<file path="config.mk">
export PLATFORM = sky130hd
export DESIGN_NAME = pms_mode_seq
export DESIGN_NICKNAME = d
export VERILOG_FILES = /design/src/pms_pkg.sv /design/src/pms_mode_seq.sv
export SDC_FILE = /design/constraint.sdc
export NUM_CORES = 1
export LEC_CHECK = 0
export BUFFER_PORTS_ARGS = -buffer_cell sky130_fd_sc_hd__buf_2
export CORE_MARGIN = 8
export CORE_UTILIZATION = 30
export DETAILED_ROUTE_END_ITERATION = 16
export GPL_ROUTABILITY_DRIVEN = 1
export MAX_ROUTING_LAYER = met4
export PLACE_DENSITY_LB_ADDON = 0.15
export SETUP_SLACK_MARGIN = 0.15
export SYNTH_ARGS = -nofsm -noshare
export SYNTH_HDL_FRONTEND = slang
export SYNTH_SLANG_ARGS = --single-unit
</file>
<file path="constraint.sdc">
create_clock -name aclk -period 3.69 [get_ports aclk]
set_input_delay 0.1845 -clock aclk [delete_from_list [all_inputs] [get_ports aclk]]
set_output_delay 0.1845 -clock aclk [all_outputs]
set_load 0.005 [all_outputs]
</file>
<file path="src/pms_pkg.sv">
// package: constants, enums and carrier structs for the mode sequencer
package pms_pkg;

    // ****************************************
    // register map (byte addresses)
    // ****************************************
    localparam logic [7:0] PMS_CTRL_OFF   = 8'h00; // control word zero
    localparam logic [7:0] PMS_EFER_OFF   = 8'h04; // extended feature enable
    localparam logic [7:0] PMS_FLAGS_OFF  = 8'h08; // flags word
    localparam logic [7:0] PMS_CSEG_OFF   = 8'h0C; // code segment attributes
    localparam logic [7:0] PMS_MODE_OFF   = 8'h10; // current mode, read only
    localparam logic [7:0] PMS_ROOT_OFF   = 8'h14; // paging root, low word
    localparam logic [7:0] PMS_PRIO_OFF   = 8'h18; // priority window
    localparam logic [7:0] PMS_RESUME_OFF = 8'h1C; // resume trigger, write
    localparam logic [7:0] PMS_WIDTH_OFF  = 8'h20; // width summary, read only
    localparam logic [7:0] PMS_SAVE_OFF   = 8'h24; // saved context, read only

    // ****************************************
    // field positions
    // ****************************************
    localparam int PMS_PROT_EN_BIT  = 0;  // protection enable, control zero
    localparam int PMS_PG_BIT       = 31; // paging enable in control zero
    localparam int PMS_LONG_EN_BIT  = 8;  // long mode enable
    localparam int PMS_LONG_ACT_BIT = 10; // long mode active
    localparam int PMS_VIRT_BIT     = 17; // virtual mode flag
    localparam int PMS_CSL_BIT      = 0;  // long bit of code segment
    localparam int PMS_PRIO_W       = 4;  // task priority field width

    // ****************************************
    // reset values and widths
    // ****************************************
    localparam logic [31:0] PMS_ZERO32    = 32'h0000_0000;
    localparam logic [7:0]  PMS_IDT_LONG  = 8'h10; // 16-byte descriptors
    localparam logic [7:0]  PMS_IDT_LEG   = 8'h08; // 8-byte descriptors
    localparam logic [7:0]  PMS_W64       = 8'h40; // 64-bit width
    localparam logic [7:0]  PMS_W32       = 8'h20; // 32-bit width
    localparam logic [2:0]  PMS_LVL_LONG  = 3'h4;  // translation levels
    localparam logic [2:0]  PMS_LVL_LEG   = 3'h2;
    localparam logic [2:0]  PMS_LVL_NONE  = 3'h0;
    localparam logic [1:0]  PMS_RESP_OK   = 2'h0;
    localparam logic [1:0]  PMS_RESP_ERR  = 2'h2;  // slave error

    // ****************************************
    // mode encoding, gray along the usual path
    // ****************************************
    typedef enum logic [2:0] {
        PMS_REAL   = 3'b000,
        PMS_PROT   = 3'b001,
        PMS_V86    = 3'b011,
        PMS_COMPAT = 3'b010,
        PMS_WIDE   = 3'b110,
        PMS_MGMT   = 3'b111
    } pms_mode_e;

    // saved context for management entry
    typedef struct packed {
        pms_mode_e   mode;  // mode at interrupt time
        logic [31:0] ctrl;  // control word zero
        logic [31:0] flags; // flags word
        logic [31:0] efer;  // extended feature enable
    } pms_ctx_s;

    // width summary shown to software
    typedef struct packed {
        logic [7:0] idt_bytes; // interrupt descriptor size
        logic [7:0] reg_width; // flags and control width
        logic [7:0] dbg_width; // debug register width
        logic [2:0] levels;    // translation levels
        logic       task_gate; // task gates allowed
        logic       prio_en;   // priority window reachable
        logic       ident_map; // linear used as physical
        logic [1:0] pad;       // keeps the summary one 32-bit word
    } pms_width_s;

endpackage

</file>
<file path="src/pms_mode_seq.sv">
// processor operating-mode sequencer with an axi4-lite register slave
//
// The AXI4-Lite slave port and the register addresses were chosen for this implementation.
`timescale 1ns/1ps

module pms_mode_seq
    import pms_pkg::*;
(
    input  wire logic        aclk,
    input  wire logic        aresetn,
    input  wire logic        mgmt_interrupt_pin_n,
    input  wire logic [7:0]  s_axi_awaddr,
    input  wire logic        s_axi_awvalid,
    output logic             s_axi_awready,
    input  wire logic [31:0] s_axi_wdata,
    input  wire logic [3:0]  s_axi_wstrb,
    input  wire logic        s_axi_wvalid,
    output logic             s_axi_wready,
    output logic [1:0]       s_axi_bresp,
    output logic             s_axi_bvalid,
    input  wire logic        s_axi_bready,
    input  wire logic [7:0]  s_axi_araddr,
    input  wire logic        s_axi_arvalid,
    output logic             s_axi_arready,
    output logic [31:0]      s_axi_rdata,
    output logic [1:0]       s_axi_rresp,
    output logic             s_axi_rvalid,
    input  wire logic        s_axi_rready,
    output pms_mode_e        mode_reg,
    output logic             mgmt_space_reg,
    output logic             identity_map_reg
);

    // ****************************************
    // state
    // ****************************************
    logic [31:0] ctrl_reg;        // control word zero
    logic [31:0] efer_reg;        // extended feature enable
    logic [31:0] flags_reg;       // flags word
    logic        cs_long_reg;     // long bit of code segment
    logic [31:0] root_reg;        // paging root low word
    logic [PMS_PRIO_W-1:0] prio_reg; // task priority
    pms_ctx_s    save_reg;        // context saved on entry
    pms_width_s  width_reg;       // width summary
    logic [2:0]  pin_sync_reg;    // two-stage sync plus history
    logic        mgmt_pend_reg;   // latched management request
    logic        aw_got_reg;      // address captured
    logic        w_got_reg;       // data captured
    logic [7:0]  awaddr_reg;
    logic [31:0] wdata_reg;
    logic [3:0]  wstrb_reg;
    logic        resume_req;      // resume strobe
    logic        wr_fire;         // write both halves present
    logic        mgmt_edge;       // new falling edge on the pin
    pms_mode_e   mode_next;

    // byte-lane merge used by the control, flags and root registers
    function automatic logic [31:0] merge(input logic [31:0] old_v,
                                          input logic [31:0] new_v,
                                          input logic [3:0]  be);
        logic [31:0] r;
        r = old_v;
        for (int i = 0; i < 4; i++) begin
            if (be[i]) begin
                r[i*8 +: 8] = new_v[i*8 +: 8];
            end
        end
        return r;
    endfunction

    // mode a control set implies, outside management mode
    function automatic pms_mode_e decode_mode(input logic [31:0] c,
                                              input logic [31:0] e,
                                              input logic [31:0] f,
                                              input logic        csl);
        pms_mode_e m;
        m = PMS_REAL;
        if (e[PMS_LONG_ACT_BIT]) begin
            m = csl ? PMS_WIDE : PMS_COMPAT;
        end else if (c[PMS_PROT_EN_BIT]) begin
            m = f[PMS_VIRT_BIT] ? PMS_V86 : PMS_PROT;
        end
        return m;
    endfunction

    // ****************************************
    // management pin synchroniser
    // ****************************************
    // active-low pin passes two flops; edge taken from stages two and three
    always_ff @(posedge aclk) begin
        if (!aresetn) begin
            pin_sync_reg <= 3'b111;
        end else begin
            pin_sync_reg <= {pin_sync_reg[1:0], mgmt_interrupt_pin_n};
        end
    end
    assign mgmt_edge = pin_sync_reg[2] & ~pin_sync_reg[1];

    // pending request; a new edge wins over the clear on entry
    always_ff @(posedge aclk) begin
        if (!aresetn) begin
            mgmt_pend_reg <= 1'b0;
        end else if (mgmt_edge) begin
            mgmt_pend_reg <= 1'b1;
        end else if (mode_reg != PMS_MGMT) begin
            mgmt_pend_reg <= 1'b0;                      // taken this cycle
        end
    end

    // ****************************************
    // axi4-lite write channel
    // ****************************************
    assign wr_fire = aw_got_reg & w_got_reg & ~s_axi_bvalid;
    assign resume_req = wr_fire & (awaddr_reg == PMS_RESUME_OFF);

    // address and data accepted in either order
    always_ff @(posedge aclk) begin
        if (!aresetn) begin
            aw_got_reg    <= 1'b0;
            w_got_reg     <= 1'b0;
            awaddr_reg    <= 8'h00;
            wdata_reg     <= PMS_ZERO32;
            wstrb_reg     <= 4'h0;
            s_axi_awready <= 1'b0;
            s_axi_wready  <= 1'b0;
            s_axi_bvalid  <= 1'b0;
            s_axi_bresp   <= PMS_RESP_OK;
        end else begin
            s_axi_awready <= ~aw_got_reg & ~s_axi_awready & s_axi_awvalid;
            s_axi_wready  <= ~w_got_reg & ~s_axi_wready & s_axi_wvalid;
            if (s_axi_awvalid && s_axi_awready) begin
                aw_got_reg <= 1'b1;
                awaddr_reg <= s_axi_awaddr;
            end
            if (s_axi_wvalid && s_axi_wready) begin
                w_got_reg <= 1'b1;
                wdata_reg <= s_axi_wdata;
                wstrb_reg <= s_axi_wstrb;
            end
            if (wr_fire) begin
                aw_got_reg   <= 1'b0;
                w_got_reg    <= 1'b0;
                s_axi_bvalid <= 1'b1;
                // read-only and unmapped words answer slave error
                case (awaddr_reg)
                    PMS_CTRL_OFF, PMS_EFER_OFF, PMS_FLAGS_OFF,
                    PMS_CSEG_OFF, PMS_ROOT_OFF, PMS_PRIO_OFF,
                    PMS_RESUME_OFF: s_axi_bresp <= PMS_RESP_OK;
                    default:     s_axi_bresp <= PMS_RESP_ERR;
                endcase
            end else if (s_axi_bvalid && s_axi_bready) begin
                s_axi_bvalid <= 1'b0;
            end
        end
    end

    // ****************************************
    // architectural control registers
    // ****************************************
    // resume restores the saved words; otherwise software writes land
    always_ff @(posedge aclk) begin
        if (!aresetn) begin
            ctrl_reg    <= PMS_ZERO32;
            efer_reg    <= PMS_ZERO32;
            flags_reg   <= PMS_ZERO32;
            cs_long_reg <= 1'b0;
            root_reg    <= PMS_ZERO32;
            prio_reg    <= '0;
        end else if (resume_req && mode_reg == PMS_MGMT) begin
            ctrl_reg  <= save_reg.ctrl;
            flags_reg <= save_reg.flags;
            efer_reg  <= save_reg.efer;
        end else if (wr_fire) begin
            case (awaddr_reg)
                PMS_CTRL_OFF: begin
                    ctrl_reg <= merge(ctrl_reg, wdata_reg, wstrb_reg);
                end
                PMS_EFER_OFF: begin
                    // active bit is hardware owned, not writable
                    efer_reg[PMS_LONG_EN_BIT] <= wstrb_reg[1] ?
                        wdata_reg[PMS_LONG_EN_BIT] :
                        efer_reg[PMS_LONG_EN_BIT];
                end
                PMS_FLAGS_OFF: begin
                    flags_reg <= merge(flags_reg, wdata_reg, wstrb_reg);
                    // keyed on the active bit so the step into long is covered
                    if (efer_reg[PMS_LONG_ACT_BIT]) begin
                        flags_reg[PMS_VIRT_BIT] <= 1'b0;
                    end
                end
                PMS_CSEG_OFF: begin
                    if (wstrb_reg[0]) begin
                        cs_long_reg <= wdata_reg[PMS_CSL_BIT];
                    end
                end
                PMS_ROOT_OFF: begin
                    root_reg <= merge(root_reg, wdata_reg, wstrb_reg);
                end
                PMS_PRIO_OFF: begin
                    // window only reachable in long mode
                    if ((mode_reg == PMS_WIDE || mode_reg == PMS_COMPAT)
                        && wstrb_reg[0]) begin
                        prio_reg <= wdata_reg[PMS_PRIO_W-1:0];
                    end
                end
                default: begin
                end
            endcase
        end else begin
            // long activates only from protected with paging and enable
            if (!efer_reg[PMS_LONG_ACT_BIT] && mode_reg == PMS_PROT
                && ctrl_reg[PMS_PG_BIT] && efer_reg[PMS_LONG_EN_BIT]) begin
                efer_reg[PMS_LONG_ACT_BIT] <= 1'b1;
            end else if (efer_reg[PMS_LONG_ACT_BIT] && mode_reg != PMS_MGMT
                && !ctrl_reg[PMS_PG_BIT]) begin
                efer_reg[PMS_LONG_ACT_BIT] <= 1'b0;
            end
        end
    end

    // ****************************************
    // mode sequencer
    // ****************************************
    // management entry beats any other change; resume reloads saved mode
    always_comb begin
        mode_next = mode_reg;
        case (mode_reg)
            PMS_REAL, PMS_PROT, PMS_V86, PMS_COMPAT, PMS_WIDE: begin
                if (mgmt_pend_reg) begin
                    mode_next = PMS_MGMT;
                end else begin
                    mode_next = decode_mode(ctrl_reg, efer_reg,
                                            flags_reg, cs_long_reg);
                end
            end
            PMS_MGMT: begin
                if (resume_req) begin
                    mode_next = save_reg.mode;
                end
            end
            default: mode_next = PMS_REAL;
        endcase
        // virtual mode never straight from real; step through protected
        if (mode_reg == PMS_REAL && mode_next == PMS_V86) begin
            mode_next = PMS_PROT;
        end
    end

    // one registered mode value
    always_ff @(posedge aclk) begin
        if (!aresetn) begin
            mode_reg <= PMS_REAL;
        end else begin
            mode_reg <= mode_next;
        end
    end

    // context capture and separate space on entry
    always_ff @(posedge aclk) begin
        if (!aresetn) begin
            save_reg       <= '{mode: PMS_REAL, default: '0};
            mgmt_space_reg <= 1'b0;
        end else if (mode_reg != PMS_MGMT && mode_next == PMS_MGMT) begin
            save_reg.mode  <= mode_reg;
            save_reg.ctrl  <= ctrl_reg;
            save_reg.flags <= flags_reg;
            save_reg.efer  <= efer_reg;
            mgmt_space_reg <= 1'b1;
        end else if (mode_reg == PMS_MGMT && mode_next != PMS_MGMT) begin
            mgmt_space_reg <= 1'b0;
        end
    end

    // ****************************************
    // width and translation summary
    // ****************************************
    always_ff @(posedge aclk) begin
        if (!aresetn) begin
            width_reg        <= '{idt_bytes: PMS_IDT_LEG,
                                  reg_width: PMS_W32,
                                  dbg_width: PMS_W32,
                                  levels:    PMS_LVL_NONE,
                                  task_gate: 1'b1,
                                  prio_en:   1'b0,
                                  ident_map: 1'b1,
                                  pad:       2'h0};
            identity_map_reg <= 1'b1;
        end else begin
            if (mode_next == PMS_WIDE || mode_next == PMS_COMPAT) begin
                width_reg.idt_bytes <= PMS_IDT_LONG;
                width_reg.reg_width <= PMS_W64;
                width_reg.dbg_width <= PMS_W64;
                width_reg.levels    <= PMS_LVL_LONG;
                width_reg.task_gate <= 1'b0;
                width_reg.prio_en   <= 1'b1;
            end else if (mode_next != PMS_MGMT) begin
                width_reg.idt_bytes <= PMS_IDT_LEG;
                width_reg.reg_width <= PMS_W32;
                width_reg.dbg_width <= PMS_W32;
                width_reg.levels    <= ctrl_reg[PMS_PG_BIT] ?
                                       PMS_LVL_LEG : PMS_LVL_NONE;
                width_reg.task_gate <= 1'b1;
                width_reg.prio_en   <= 1'b0;
            end
            width_reg.ident_map <= ~ctrl_reg[PMS_PG_BIT];
            identity_map_reg    <= ~ctrl_reg[PMS_PG_BIT];
        end
    end

    // ****************************************
    // axi4-lite read channel
    // ****************************************
    always_ff @(posedge aclk) begin
        if (!aresetn) begin
            s_axi_arready <= 1'b0;
            s_axi_rvalid  <= 1'b0;
            s_axi_rdata   <= PMS_ZERO32;
            s_axi_rresp   <= PMS_RESP_OK;
        end else begin
            s_axi_arready <= ~s_axi_arready & ~s_axi_rvalid & s_axi_arvalid;
            if (s_axi_arvalid && s_axi_arready) begin
                s_axi_rvalid <= 1'b1;
                s_axi_rresp  <= PMS_RESP_OK;
                case (s_axi_araddr)
                    PMS_CTRL_OFF:  s_axi_rdata <= ctrl_reg;
                    PMS_EFER_OFF:  s_axi_rdata <= efer_reg;
                    PMS_FLAGS_OFF: s_axi_rdata <= flags_reg;
                    PMS_CSEG_OFF:  s_axi_rdata <= {31'h0, cs_long_reg};
                    PMS_MODE_OFF:  s_axi_rdata <= {29'h0, mode_reg};
                    PMS_ROOT_OFF:  s_axi_rdata <= root_reg;
                    PMS_PRIO_OFF:  s_axi_rdata <= {28'h0, prio_reg};
                    PMS_WIDTH_OFF: s_axi_rdata <= width_reg;
                    PMS_SAVE_OFF:  s_axi_rdata <= {29'h0, save_reg.mode};
                    PMS_RESUME_OFF: s_axi_rdata <= PMS_ZERO32;
                    default: begin
                        s_axi_rdata <= PMS_ZERO32;
                        s_axi_rresp <= PMS_RESP_ERR;
                    end
                endcase
            end else if (s_axi_rvalid && s_axi_rready) begin
                s_axi_rvalid <= 1'b0;
            end
        end
    end
endmodule

</file>
==> out/qor.txt, run 1 <==
Area leader, netlist -> dfxtp_1
Worst-Skew Late Latency -> 0.55 ns
Count leader, synth -> dfxtp_1
Via/cell ratio -> 5.01
Period utilization -> 72.1%
Post-Synth XOR/XNOR Area -> 0%
Register area share after synthesis -> 49.0%
Chip Width -> 228 µm
Largest register FFs -> 99
Detailed Route Iter0 Violations -> 809
Total CTS buffers -> 39
Initial core utilization -> 30.4%
Pre-antenna DRT Iters -> 5
Setup repair after global routing missed its margin -> false
ANT cells -> 0
Vias in the first global route -> 11029
Final setup TNS -> 0 ns
Post-Synth Adder-Cell Area -> 0.0931%
Compound-Gate Fraction of Synth Area -> 15.8%
Main flop type after synthesis -> dfxtp_1
Global-route wire length before repair -> 68700 µm
Final Setup Violations -> 0
Mapped cell area -> 13400 µm²
Layout cells sized above 1 -> 12.9%
Routed vias -> 11392
Die height -> 228 µm
CTS max path bufs -> 3
Relative slew slack -> 27.6%
CP arrival -> 3.06 ns
Top cells by area, synth -> dfxtp_1 49%, mux2i_1 11%, nand2_1 9.1%, nor2_1 5.4%, a21oi_1 4.8%
Max-cap violations -> 0
Combinational family with the most area after synthesis -> simple AND/OR/NAND/NOR gates
Synth Register Bits -> 329
CTS tree -> built
Hold Slack -> 0.147 ns
Final Max Slew Viols -> 0
Final hold violations -> 0
R2R Path Start -> mode_reg[0]$_SDFF_PN0_
I/O Pins -> 106
F_max -> 376 MHz
Post-route setup slack -> 1.03 ns
CP required -> 4.09 ns
Gr ovfl total -> 0
Post-CTS sizing -> 0
CP Capture Type -> flip-flop
Status -> finished, final reports clean
Post-synth EDFFs -> 0
Post-layout nets -> 1720
Max Clock Skew -> 0.0143 ns
Seq. cell area -> 6590 µm²
DRC -> 0
Setup crit start kind -> flip-flop
Routed WL per cell -> 19.8 µm
Synth Warn # -> 0
Multiplexer area fraction after synthesis -> 12.1%
Peak VDD IR -> 266 µV
Pre-CTS setup slack -> 1.02 ns
Synth async-reset ratio -> 0%
Worst Setup Path Type -> flip-flop to flip-flop
Non-filler cells, final -> 2276
Initial antenna violation count -> 0
Post-DP HPWL -> 29700 µm
Worst hold stages -> 2
Library cells used by synthesis -> 60
Final wirelength -> 45000 µm
Maximum number of pins on one net before global-route repair -> 173
Clock transition at path regs -> 0.06 ns
Clock sinks -> 329
Share of the synthesized area in the top cell type -> 49.0%
Mean post-synth cell area -> 8.72 µm²
Worst reg-to-reg path cell count -> 6
PortBufs -> 103
Routability cong. -> 0.811
Final min period -> 2.66 ns
Row count -> 77
Synth top cells by count -> 329 x dfxtp_1, 325 x nand2_1, 194 x nor2_1
Critical path peak fanout -> 15
CTS H-Tree Depth -> 2
Multi-input logic area -> 6360 µm²
Synthesized instance count -> 1541
Antenna violation net count after detailed routing -> 0
HP Class -> input port to flip-flop
Area of the core -> 44200 µm²
GRT Total Usage -> 17.7%
Leak Pwr -> 5.53 nW
Hold Startpoint -> aresetn
Die area -> 51800 µm²
Placed instance count -> 2152
Clock Root Buffer -> clkbuf_16
Worst R2R Setup Slack -> 1.03 ns
Worst Tran Pin Value -> 1.08 ns
Pwr/cell area -> 471 nW/µm²
Filler Cell Count -> 4448
Synth Area in Simple Gates -> 19.0%
End of the worst register-to-register path -> ctrl_reg[3]$_SDFFE_PN0P_
Synthesis-to-finish area growth -> 21.9%
Hold worst-path end -> pin_sync_reg[2]$_SDFF_PN1_
cell type report:
type / instances / area share [%]
Inverter: 11 / 0.298
Clock inverter: 6 / 0.367
Tap cell: 592 / 4.52
Clock buffer: 60 / 7.37
Multi-Input combinational cell: 1090 / 38.8
Sequential cell: 329 / 40.2
Timing Repair Buffer: 188 / 8.39
stage by stage:
step	total power, mW	area [µm²]	utilization (%)
after floorplan	3.82	13400	-
after global placement	3.93	14500	32.8
after global routing	7.98	16400	37.0
after CTS	7.81	16400	37.0
after detailed placement	3.93	14500	32.8
final	7.72	16400	37.0
worst max-delay path by stage:
stage	from	slack, ns	cells past startpoint	to
after floorplan	s_axi_bvalid$_SDFFE_PN0P_	1.36	9	save_reg[31]$_SDFFE_PN0P_
after global placement	mode_reg[0]$_SDFF_PN0_	1.07	6	ctrl_reg[2]$_SDFFE_PN0P_
after detailed placement	mode_reg[0]$_SDFF_PN0_	1.02	6	ctrl_reg[3]$_SDFFE_PN0P_
after CTS	mode_reg[0]$_SDFF_PN0_	1.01	6	flags_reg[2]$_SDFFE_PN0P_
after global routing	mode_reg[0]$_SDFF_PN0_	0.83	6	ctrl_reg[0]$_SDFFE_PN0P_
final	mode_reg[0]$_SDFF_PN0_	1.03	6	ctrl_reg[3]$_SDFFE_PN0P_
critical path: stages, from the launching register on:
cell and delay (ns):
dfxtp_1 0.47, and3_1 0.43, nand3_1 0.34, nor2_4 0.57, buf_4 0.37, mux2i_1 0.22
a211oi_1 0.09
cell families (layout without fill, tap and decap cells):
logic type                 count (synthesis)  in the layout
buffers and inverters                    123            265
and+or+nand+nor                          605            605
DFF                                      329            329
other                                      1              2
adders and majority gates                  1              1
muxes                                    161            161
AOI/OAI and AO/OA                        321            321
layer usage:
metal | share of wire (%) | vias up | GRT usage (%)
met5 | 0 | - | -
met4 | 1.9 | 0 | 5.07
met3 | 4.5 | 62 | 2.26
met2 | 45 | 255 | 27.0
met1 | 48 | 5484 | 24.3
li1 | - | 5591 | -
repair_timing:
item / in CTS / in global routing
buffers inserted: 0 / 0
endpoints found under the hold margin: 50 / 0
hold buffers: 58 / 0
power breakdown:
group	leakage, nW	internal, mW	total, mW	switching (mW)
Clock	0.620	2.31	3.82	1.51
Sequential	2.65	3.57	3.61	0.0375
Combinational	2.25	0.110	0.287	0.177
Total	5.53	5.99	7.72	1.73
placed cells by master (no fill, tap or decap), types with 6 or more instances in the layout:
cell and count:
dlygate4sd3_1 58, nand2_1 324, nand3_1 15, a21o_1 8, nor3_1 11, clkbuf_1 8, o22ai_1 9, buf_4 21
a21oi_1 129, dfxtp_1 329, mux2i_1 154, a22oi_1 26, clkbuf_8 11, o21ai_0 30, a311oi_1 32, buf_12 6
nor2_1 194, buf_2 103, and2_1 15, nand2b_1 8, a22o_1 7, a211oi_1 38, inv_1 10, clkbuf_16 41
a221oi_1 10, mux2_2 7
Power figures use the tool's default switching activity.
==> inputs of run 2 (changes only) <==
==> constraint.sdc (replaced) <==
create_clock -name aclk -period 2.5 [get_ports aclk]
set_input_delay 0.125 -clock aclk [delete_from_list [all_inputs] [get_ports aclk]]
set_output_delay 0.125 -clock aclk [all_outputs]
set_load 0.005 [all_outputs]
==> out/qor.txt, run 2 (same netlist as run 1, synthesis figures left out) <==
Layout cells sized above 1 -> 15.2% (+2.2 points)
Synthesis-to-finish area growth -> 24.8%
Max-cap violations -> 0 (unchanged)
Maximum number of pins on one net before global-route repair -> 151 (-13%)
Final wirelength -> 45300 µm (+0.77%)
F_max -> 450 MHz (+20%)
Chip Width -> 228 µm (unchanged)
Relative slew slack -> 49.9% (+22 points)
Die area -> 51800 µm² (unchanged)
Worst Tran Pin Value -> 0.751 ns (-0.326 ns)
Final setup TNS -> 0 ns (unchanged)
End of the worst register-to-register path -> prio_reg[1]$_SDFFE_PN0P_
Status -> finished, final reports clean
Global-route wire length before repair -> 69100 µm (+0.47%)
Detailed Route Iter0 Violations -> 750 (-7.3%)
CTS max path bufs -> 3 (unchanged)
Largest register FFs -> 99 (unchanged)
Pre-antenna DRT Iters -> 5 (unchanged)
Post-layout nets -> 1764 (+2.6%)
CP required -> 2.93 ns (-1.16 ns)
Commonest non-fill, non-tap cell in the layout -> dfxtp_1
R2R Path Start -> awaddr_reg[1]$_SDFFE_PN0P_
Hold worst-path end -> pin_sync_reg[2]$_SDFF_PN1_
Setup crit start kind -> flip-flop
Clock Root Buffer -> clkbuf_16
PortBufs -> 103 (unchanged)
GRT Total Usage -> 17.9% (+0.19 points)
Worst reg-to-reg path cell count -> 6 (unchanged)
Hold Startpoint -> aresetn
CTS tree -> built
Routed vias -> 11479 (+0.76%)
Worst Setup Path Type -> flip-flop to flip-flop
Setup repair after global routing missed its margin -> false
I/O Pins -> 106 (unchanged)
Commonest non-fill, non-tap cells in the layout -> 328 x dfxtp_1, 324 x nand2_1, 194 x nor2_1
Critical path peak fanout -> 7 (-8)
Routability cong. -> 0.814 (+0.43%)
Row count -> 77 (unchanged)
Worst-Skew Late Latency -> 0.54 ns (about the same)
Clock sinks -> 329 (unchanged)
Critical path launch point -> awaddr_reg[1]$_SDFFE_PN0P_
Final hold violations -> 0 (unchanged)
CTS H-Tree Depth -> 2 (unchanged)
Final Max Slew Viols -> 0 (unchanged)
Max Clock Skew -> 0.0101 ns (-0.00422 ns)
Tot Pwr -> 11.2 mW (+44%)
Placed instance count -> 2191 (+1.8%)
Multi-input logic area -> 6360 µm² (about the same)
Peak VDD IR -> 399 µV (+50%)
Seq. cell area -> 6590 µm² (about the same)
Worst R2R Setup Slack -> 0.28 ns (-0.75 ns)
Final Setup Violations -> 0 (unchanged)
Total CTS buffers -> 38 (-2.6%)
HP Class -> input port to flip-flop
ANT cells -> 0 (unchanged)
Final min period -> 2.22 ns (-0.436 ns)
Filler Cell Count -> 4442 (-0.13%)
Pwr/cell area -> 665 nW/µm² (+41%)
DRC -> 0 (unchanged)
Period utilization -> 88.9% (+17 points)
Routed WL per cell -> 19.6 µm (-1.1%)
Post-DP HPWL -> 30100 µm (+1.4%)
Non-filler cells, final -> 2318 (+1.8%)
Die height -> 228 µm (unchanged)
Post-Route Utilization -> 37.9% (+0.89 points)
Area of the core -> 44200 µm² (unchanged)
Gr ovfl total -> 0 (unchanged)
Hold Slack -> 0.0565 ns (-0.0904 ns)
CP arrival -> 2.65 ns (-0.41 ns)
Vias in the first global route -> 11056 (+0.24%)
Via/cell ratio -> 4.95 (-1.1%)
Worst hold stages -> 2 (unchanged)
CP Capture Type -> flip-flop
Initial core utilization -> 30.4% (unchanged)
Initial antenna violation count -> 0 (unchanged)
Leak Pwr -> 5.76 nW (+4.2%)
Clock transition at path regs -> 0.06 ns (about the same)
Antenna violation net count after detailed routing -> 0 (unchanged)
run 2: changes by cell type in the layout (fill, tap and decap cells not counted), moves of 2 or more:
cell        delta
clkbuf_8       -4
clkinvlp_4     -2
buf_12        +10
clkinv_2       +3
buf_4         +34
run 2: how the worst max path moves through the flow:
| stage | to | slack, ns | cells past startpoint |
|---|---|---|---|
| floorplan | save_reg[31]$_SDFFE_PN0P_ | 0.17 | 9 |
| global placement | save_reg[27]$_SDFFE_PN0P_ | -0.05 | 8 |
| global route | prio_reg[0]$_SDFFE_PN0P_ | 0.16 | 6 |
| finish | prio_reg[1]$_SDFFE_PN0P_ | 0.28 | 6 |
| detailed placement | save_reg[4]$_SDFFE_PN0P_ | -0.04 | 8 |
| CTS | save_reg[83]$_SDFFE_PN0P_ | 0.24 | 9 |
run 2: worst max-delay path: stages (launching register included):
cell     delay [ns]
dfxtp_1        0.34
nor4_4         0.39
buf_4          0.20
nand3_4        0.13
or4_1          0.74
mux2i_1        0.24
nor2_1         0.05
run 2: final cells by class:
cell class	count	share of cell area, %
clock buffer	57	6.89
clock inverter	6	0.179
inverter	11	0.291
multi-input combinational	1090	37.9
sequential	329	39.3
tap	592	4.42
timing repair buffer	233	11.0
run 2: repair_timing:
action / in CTS / in global routing
setup endpoints to repair: 85 / 25
buffers inserted: 5 / 1
endpoints found under the hold margin: 52 / 0
pin swaps: 1 / 1
gates resized for setup: 0 / 3
hold buffers: 58 / 0
run 2: per-stage QoR:
stage               setup WS [ns]  area [µm²]
global route                0.156       16800
detailed placement        -0.0389       14900
global placement          -0.0505       14900
finish                      0.278       16800
CTS                         0.244       16800
floorplan                   0.168       13400
run 2: routing by layer:
metal,vias to the layer above,part of all wire [%],global-route usage (%)
met5,-,0,-
met4,0,2.2,5.19
met3,66,4.0,2.48
met2,230,45,27.3
met1,5504,49,24.4
li1,5679,-,-
run 2: report_power, final:
group          internal [mW]  leakage [nW]  switching, mW
registers               5.28          2.65         0.0520
clock network           3.17         0.590           2.19
logic                  0.184          2.51          0.275
total                   8.63          5.76           2.52
==> inputs of run 3 (changes only) <==
--- a/config.mk
+++ b/config.mk
@@ -7,7 +7,7 @@
 export LEC_CHECK = 0
 export BUFFER_PORTS_ARGS = -buffer_cell sky130_fd_sc_hd__buf_2
 export CORE_MARGIN = 8
-export CORE_UTILIZATION = 30
+export CORE_UTILIZATION = 45
 export DETAILED_ROUTE_END_ITERATION = 16
 export GPL_ROUTABILITY_DRIVEN = 1
 export MAX_ROUTING_LAYER = met4
==> constraint.sdc (replaced) <==
create_clock -name aclk -period 2.49 [get_ports aclk]
set_input_delay 0.1245 -clock aclk [delete_from_list [all_inputs] [get_ports aclk]]
set_output_delay 0.1245 -clock aclk [all_outputs]
set_load 0.005 [all_outputs]
==> out/qor.txt, run 3 (same netlist as run 1, synthesis figures left out) <==
Status -> finished, final reports clean
Period utilization -> 88.7% (-0.17 points)
CTS max path bufs -> 3 (unchanged)
I/O Pins -> 106 (unchanged)
Max Clock Skew -> 0.0153 ns (+0.00527 ns)
Leak Pwr -> 5.68 nW (-1.3%)
Slowest stage delay, CP -> 0.41 ns (-0.33 ns)
ANT cells -> 0 (unchanged)
Routability cong. -> 0.862 (+5.9%)
CP required -> 2.88 ns (-0.05 ns)
Initial core utilization -> 45.5% (+15 points)
Antenna violation net count after detailed routing -> 0 (unchanged)
End of the worst register-to-register path -> save_reg[81]$_SDFFE_PN0P_
Clock Root Buffer -> clkbuf_16
Worst R2R Setup Slack -> 0.28 ns (about the same)
Max-cap violations -> 0 (unchanged)
Clock transition at path regs -> 0.06 ns (about the same)
Hold worst-path end -> s_axi_arready$_SDFF_PN0_
Setup crit start kind -> flip-flop
Final setup TNS -> 0 ns (unchanged)
Final Setup Violations -> 0 (unchanged)
Global-route wire length before repair -> 64300 µm (-6.9%)
Peak VDD IR -> 411 µV (+2.9%)
CTS H-Tree Depth -> 2 (unchanged)
Chip Width -> 189 µm (-17%)
Filler Cell Count -> 2725 (-39%)
PortBufs -> 103 (unchanged)
Gr ovfl total -> 0 (unchanged)
F_max -> 453 MHz (+0.60%)
Post-DP HPWL -> 27000 µm (-10%)
Pwr/cell area -> 691 nW/µm² (+3.9%)
CP arrival -> 2.60 ns (-0.05 ns)
Detailed Route Iter0 Violations -> 923 (+23%)
Worst reg-to-reg path cell count -> 8 (+2)
Clock Power Share -> 48.8% (+0.7 points)
Sequential share of power -> 47.3% (-0.5 points)
Comb pwr share -> 3.9% (-0.2 points)
Initial antenna violation count -> 0 (unchanged)
Maximum number of pins on one net before global-route repair -> 83 (-45%)
Final wirelength -> 40600 µm (-10%)
Relative slew slack -> 55.4% (+5.5 points)
Switching Power -> 2.45 mW (-2.8%)
Clock sinks -> 329 (unchanged)
Hold Startpoint -> aresetn
Worst Setup Path Type -> flip-flop to flip-flop
Die area -> 35600 µm² (-31%)
CTS tree -> built
Row count -> 63 (-18%)
Worst hold stages -> 3 (+1)
GRT Total Usage -> 23.0% (+5.1 points)
Commonest non-fill, non-tap cells in the layout -> 329 x dfxtp_1, 324 x nand2_1, 194 x nor2_1
Switching portion of total power -> 21.7% (-0.94 points)
Synthesis-to-finish area growth -> 21.9%
CP Capture Type -> flip-flop
Routed vias -> 11659 (+1.6%)
Slowest stage cell on the critical path -> nor4_4
Worst Tran Pin Value -> 0.669 ns (-0.0821 ns)
Worst path cell trace -> nor4_4 > nand4_1 > a2bb2oi_1 > nor3_2 > ha_4 > buf_12 > mux2i_1 > nor2_1
R2R Path Start -> awaddr_reg[7]$_SDFFE_PN0P_
Largest register FFs -> 99 (unchanged)
Final Max Slew Viols -> 0 (unchanged)
Critical path peak fanout -> 27 (+20)
Area of the core -> 29600 µm² (-33%)
DRC -> 0 (unchanged)
Total CTS buffers -> 36 (-5.3%)
Post-layout nets -> 1750 (-0.79%)
HP Class -> input port to flip-flop
Final hold violations -> 0 (unchanged)
Pre-antenna DRT Iters -> 8 (+3)
Commonest non-fill, non-tap cell in the layout -> dfxtp_1
Final min period -> 2.21 ns (-0.0132 ns)
Worst-Skew Late Latency -> 0.52 ns (-0.02 ns)
Tot Pwr -> 11.3 mW (+1.4%)
Via/cell ratio -> 5.54 (+12%)
Die height -> 189 µm (-17%)
Routed WL per cell -> 19.3 µm (-1.4%)
Layout cells sized above 1 -> 14.7% (-0.49 points)
Pint -> 8.86 mW (+2.6%)
Setup repair after global routing missed its margin -> false
Vias in the first global route -> 11467 (+3.7%)
==> run 3: cell count changes in the layout (fill, tap and decap cells not counted), moves of 2 or more <==
cell	change
bufinv_16	+5
buf_12	-7
inv_6	+2
clkbuf_16	-4
nand3_2	+2
buf_4	-4
clkbuf_8	-3
nand3_1	-2
==> run 3: worst max path at each step <==
stage,startpoint,endpoint,slack (ns),cells after the start
finish,awaddr_reg[7]$_SDFFE_PN0P_,save_reg[81]$_SDFFE_PN0P_,0.28,8
detailed placement,awaddr_reg[0]$_SDFFE_PN0P_,save_reg[12]$_SDFFE_PN0P_,0.17,8
CTS,awaddr_reg[0]$_SDFFE_PN0P_,save_reg[20]$_SDFFE_PN0P_,0.16,8
floorplan,s_axi_bvalid$_SDFFE_PN0P_,save_reg[31]$_SDFFE_PN0P_,0.16,9
global route,awaddr_reg[7]$_SDFFE_PN0P_,save_reg[30]$_SDFFE_PN0P_,0.17,8
global placement,awaddr_reg[0]$_SDFFE_PN0P_,save_reg[39]$_SDFFE_PN0P_,0.25,8
==> run 3: routing by layer <==
metal / vias up / GRT usage (%) / routed length [µm]
li1: 5638 / - / -
met1: 5566 / 30.4 / 18800
met2: 381 / 35.7 / 18300
met3: 74 / 3.66 / 2470
met4: 0 / 7.13 / 1030
met5: - / - / 0
==> run 3: power groups by stage <==
stage / logic [mW] / registers, mW / clock network [mW]
floorplan: 0.217 / 5.44 / 0
global placement: 0.361 / 5.46 / 0
detailed placement: 0.363 / 5.46 / 0
CTS: 0.429 / 5.35 / 5.61
global route: 0.475 / 5.35 / 5.82
finish: 0.437 / 5.35 / 5.52
==> run 3: critical path, delay by kind of cell (launching register included) <==
family / cells / cell delay, ns
AO/OA/AOI/OAI: 1 / 0.35
adder cells (fa/ha/maj): 1 / 0.24
AND/OR/NAND/NOR: 4 / 0.74
flip-flops: 1 / 0.34
multiplexers: 1 / 0.20
buffers and inverters: 1 / 0.20
==> run 3: final cells by class <==
class,instances,area (µm²),area share (%)
clock buffers,51,1020,6.22
clock inverters,14,209,1.28
inverters,11,48.8,0.298
multi-input cells,1090,6360,38.9
flip-flops and latches,329,6590,40.2
well taps,390,488,2.98
repair buffers,221,1660,10.1
==> run 3: stage by stage <==
step	area (µm²)	setup slack [ns]	utilization (%)	instances	hold WS (ns)
detailed placement	14500	0.168	49.1	1979	0.320
floorplan	13400	0.158	-	1542	0.226
global placement	14500	0.249	49.1	1979	0.334
CTS	16300	0.160	55.2	2102	0.0248
global route	16400	0.174	55.4	2106	0.0462
finish	16400	0.281	55.4	2106	0.0612
==> run 3: what timing repair did <==
action | in CTS | in global routing
hold buffers | 58 | 0
setup buffers | 0 | 4
endpoints found under the hold margin | 51 | 0
resized for setup | 0 | 4
endpoints found under the setup margin | 0 | 93
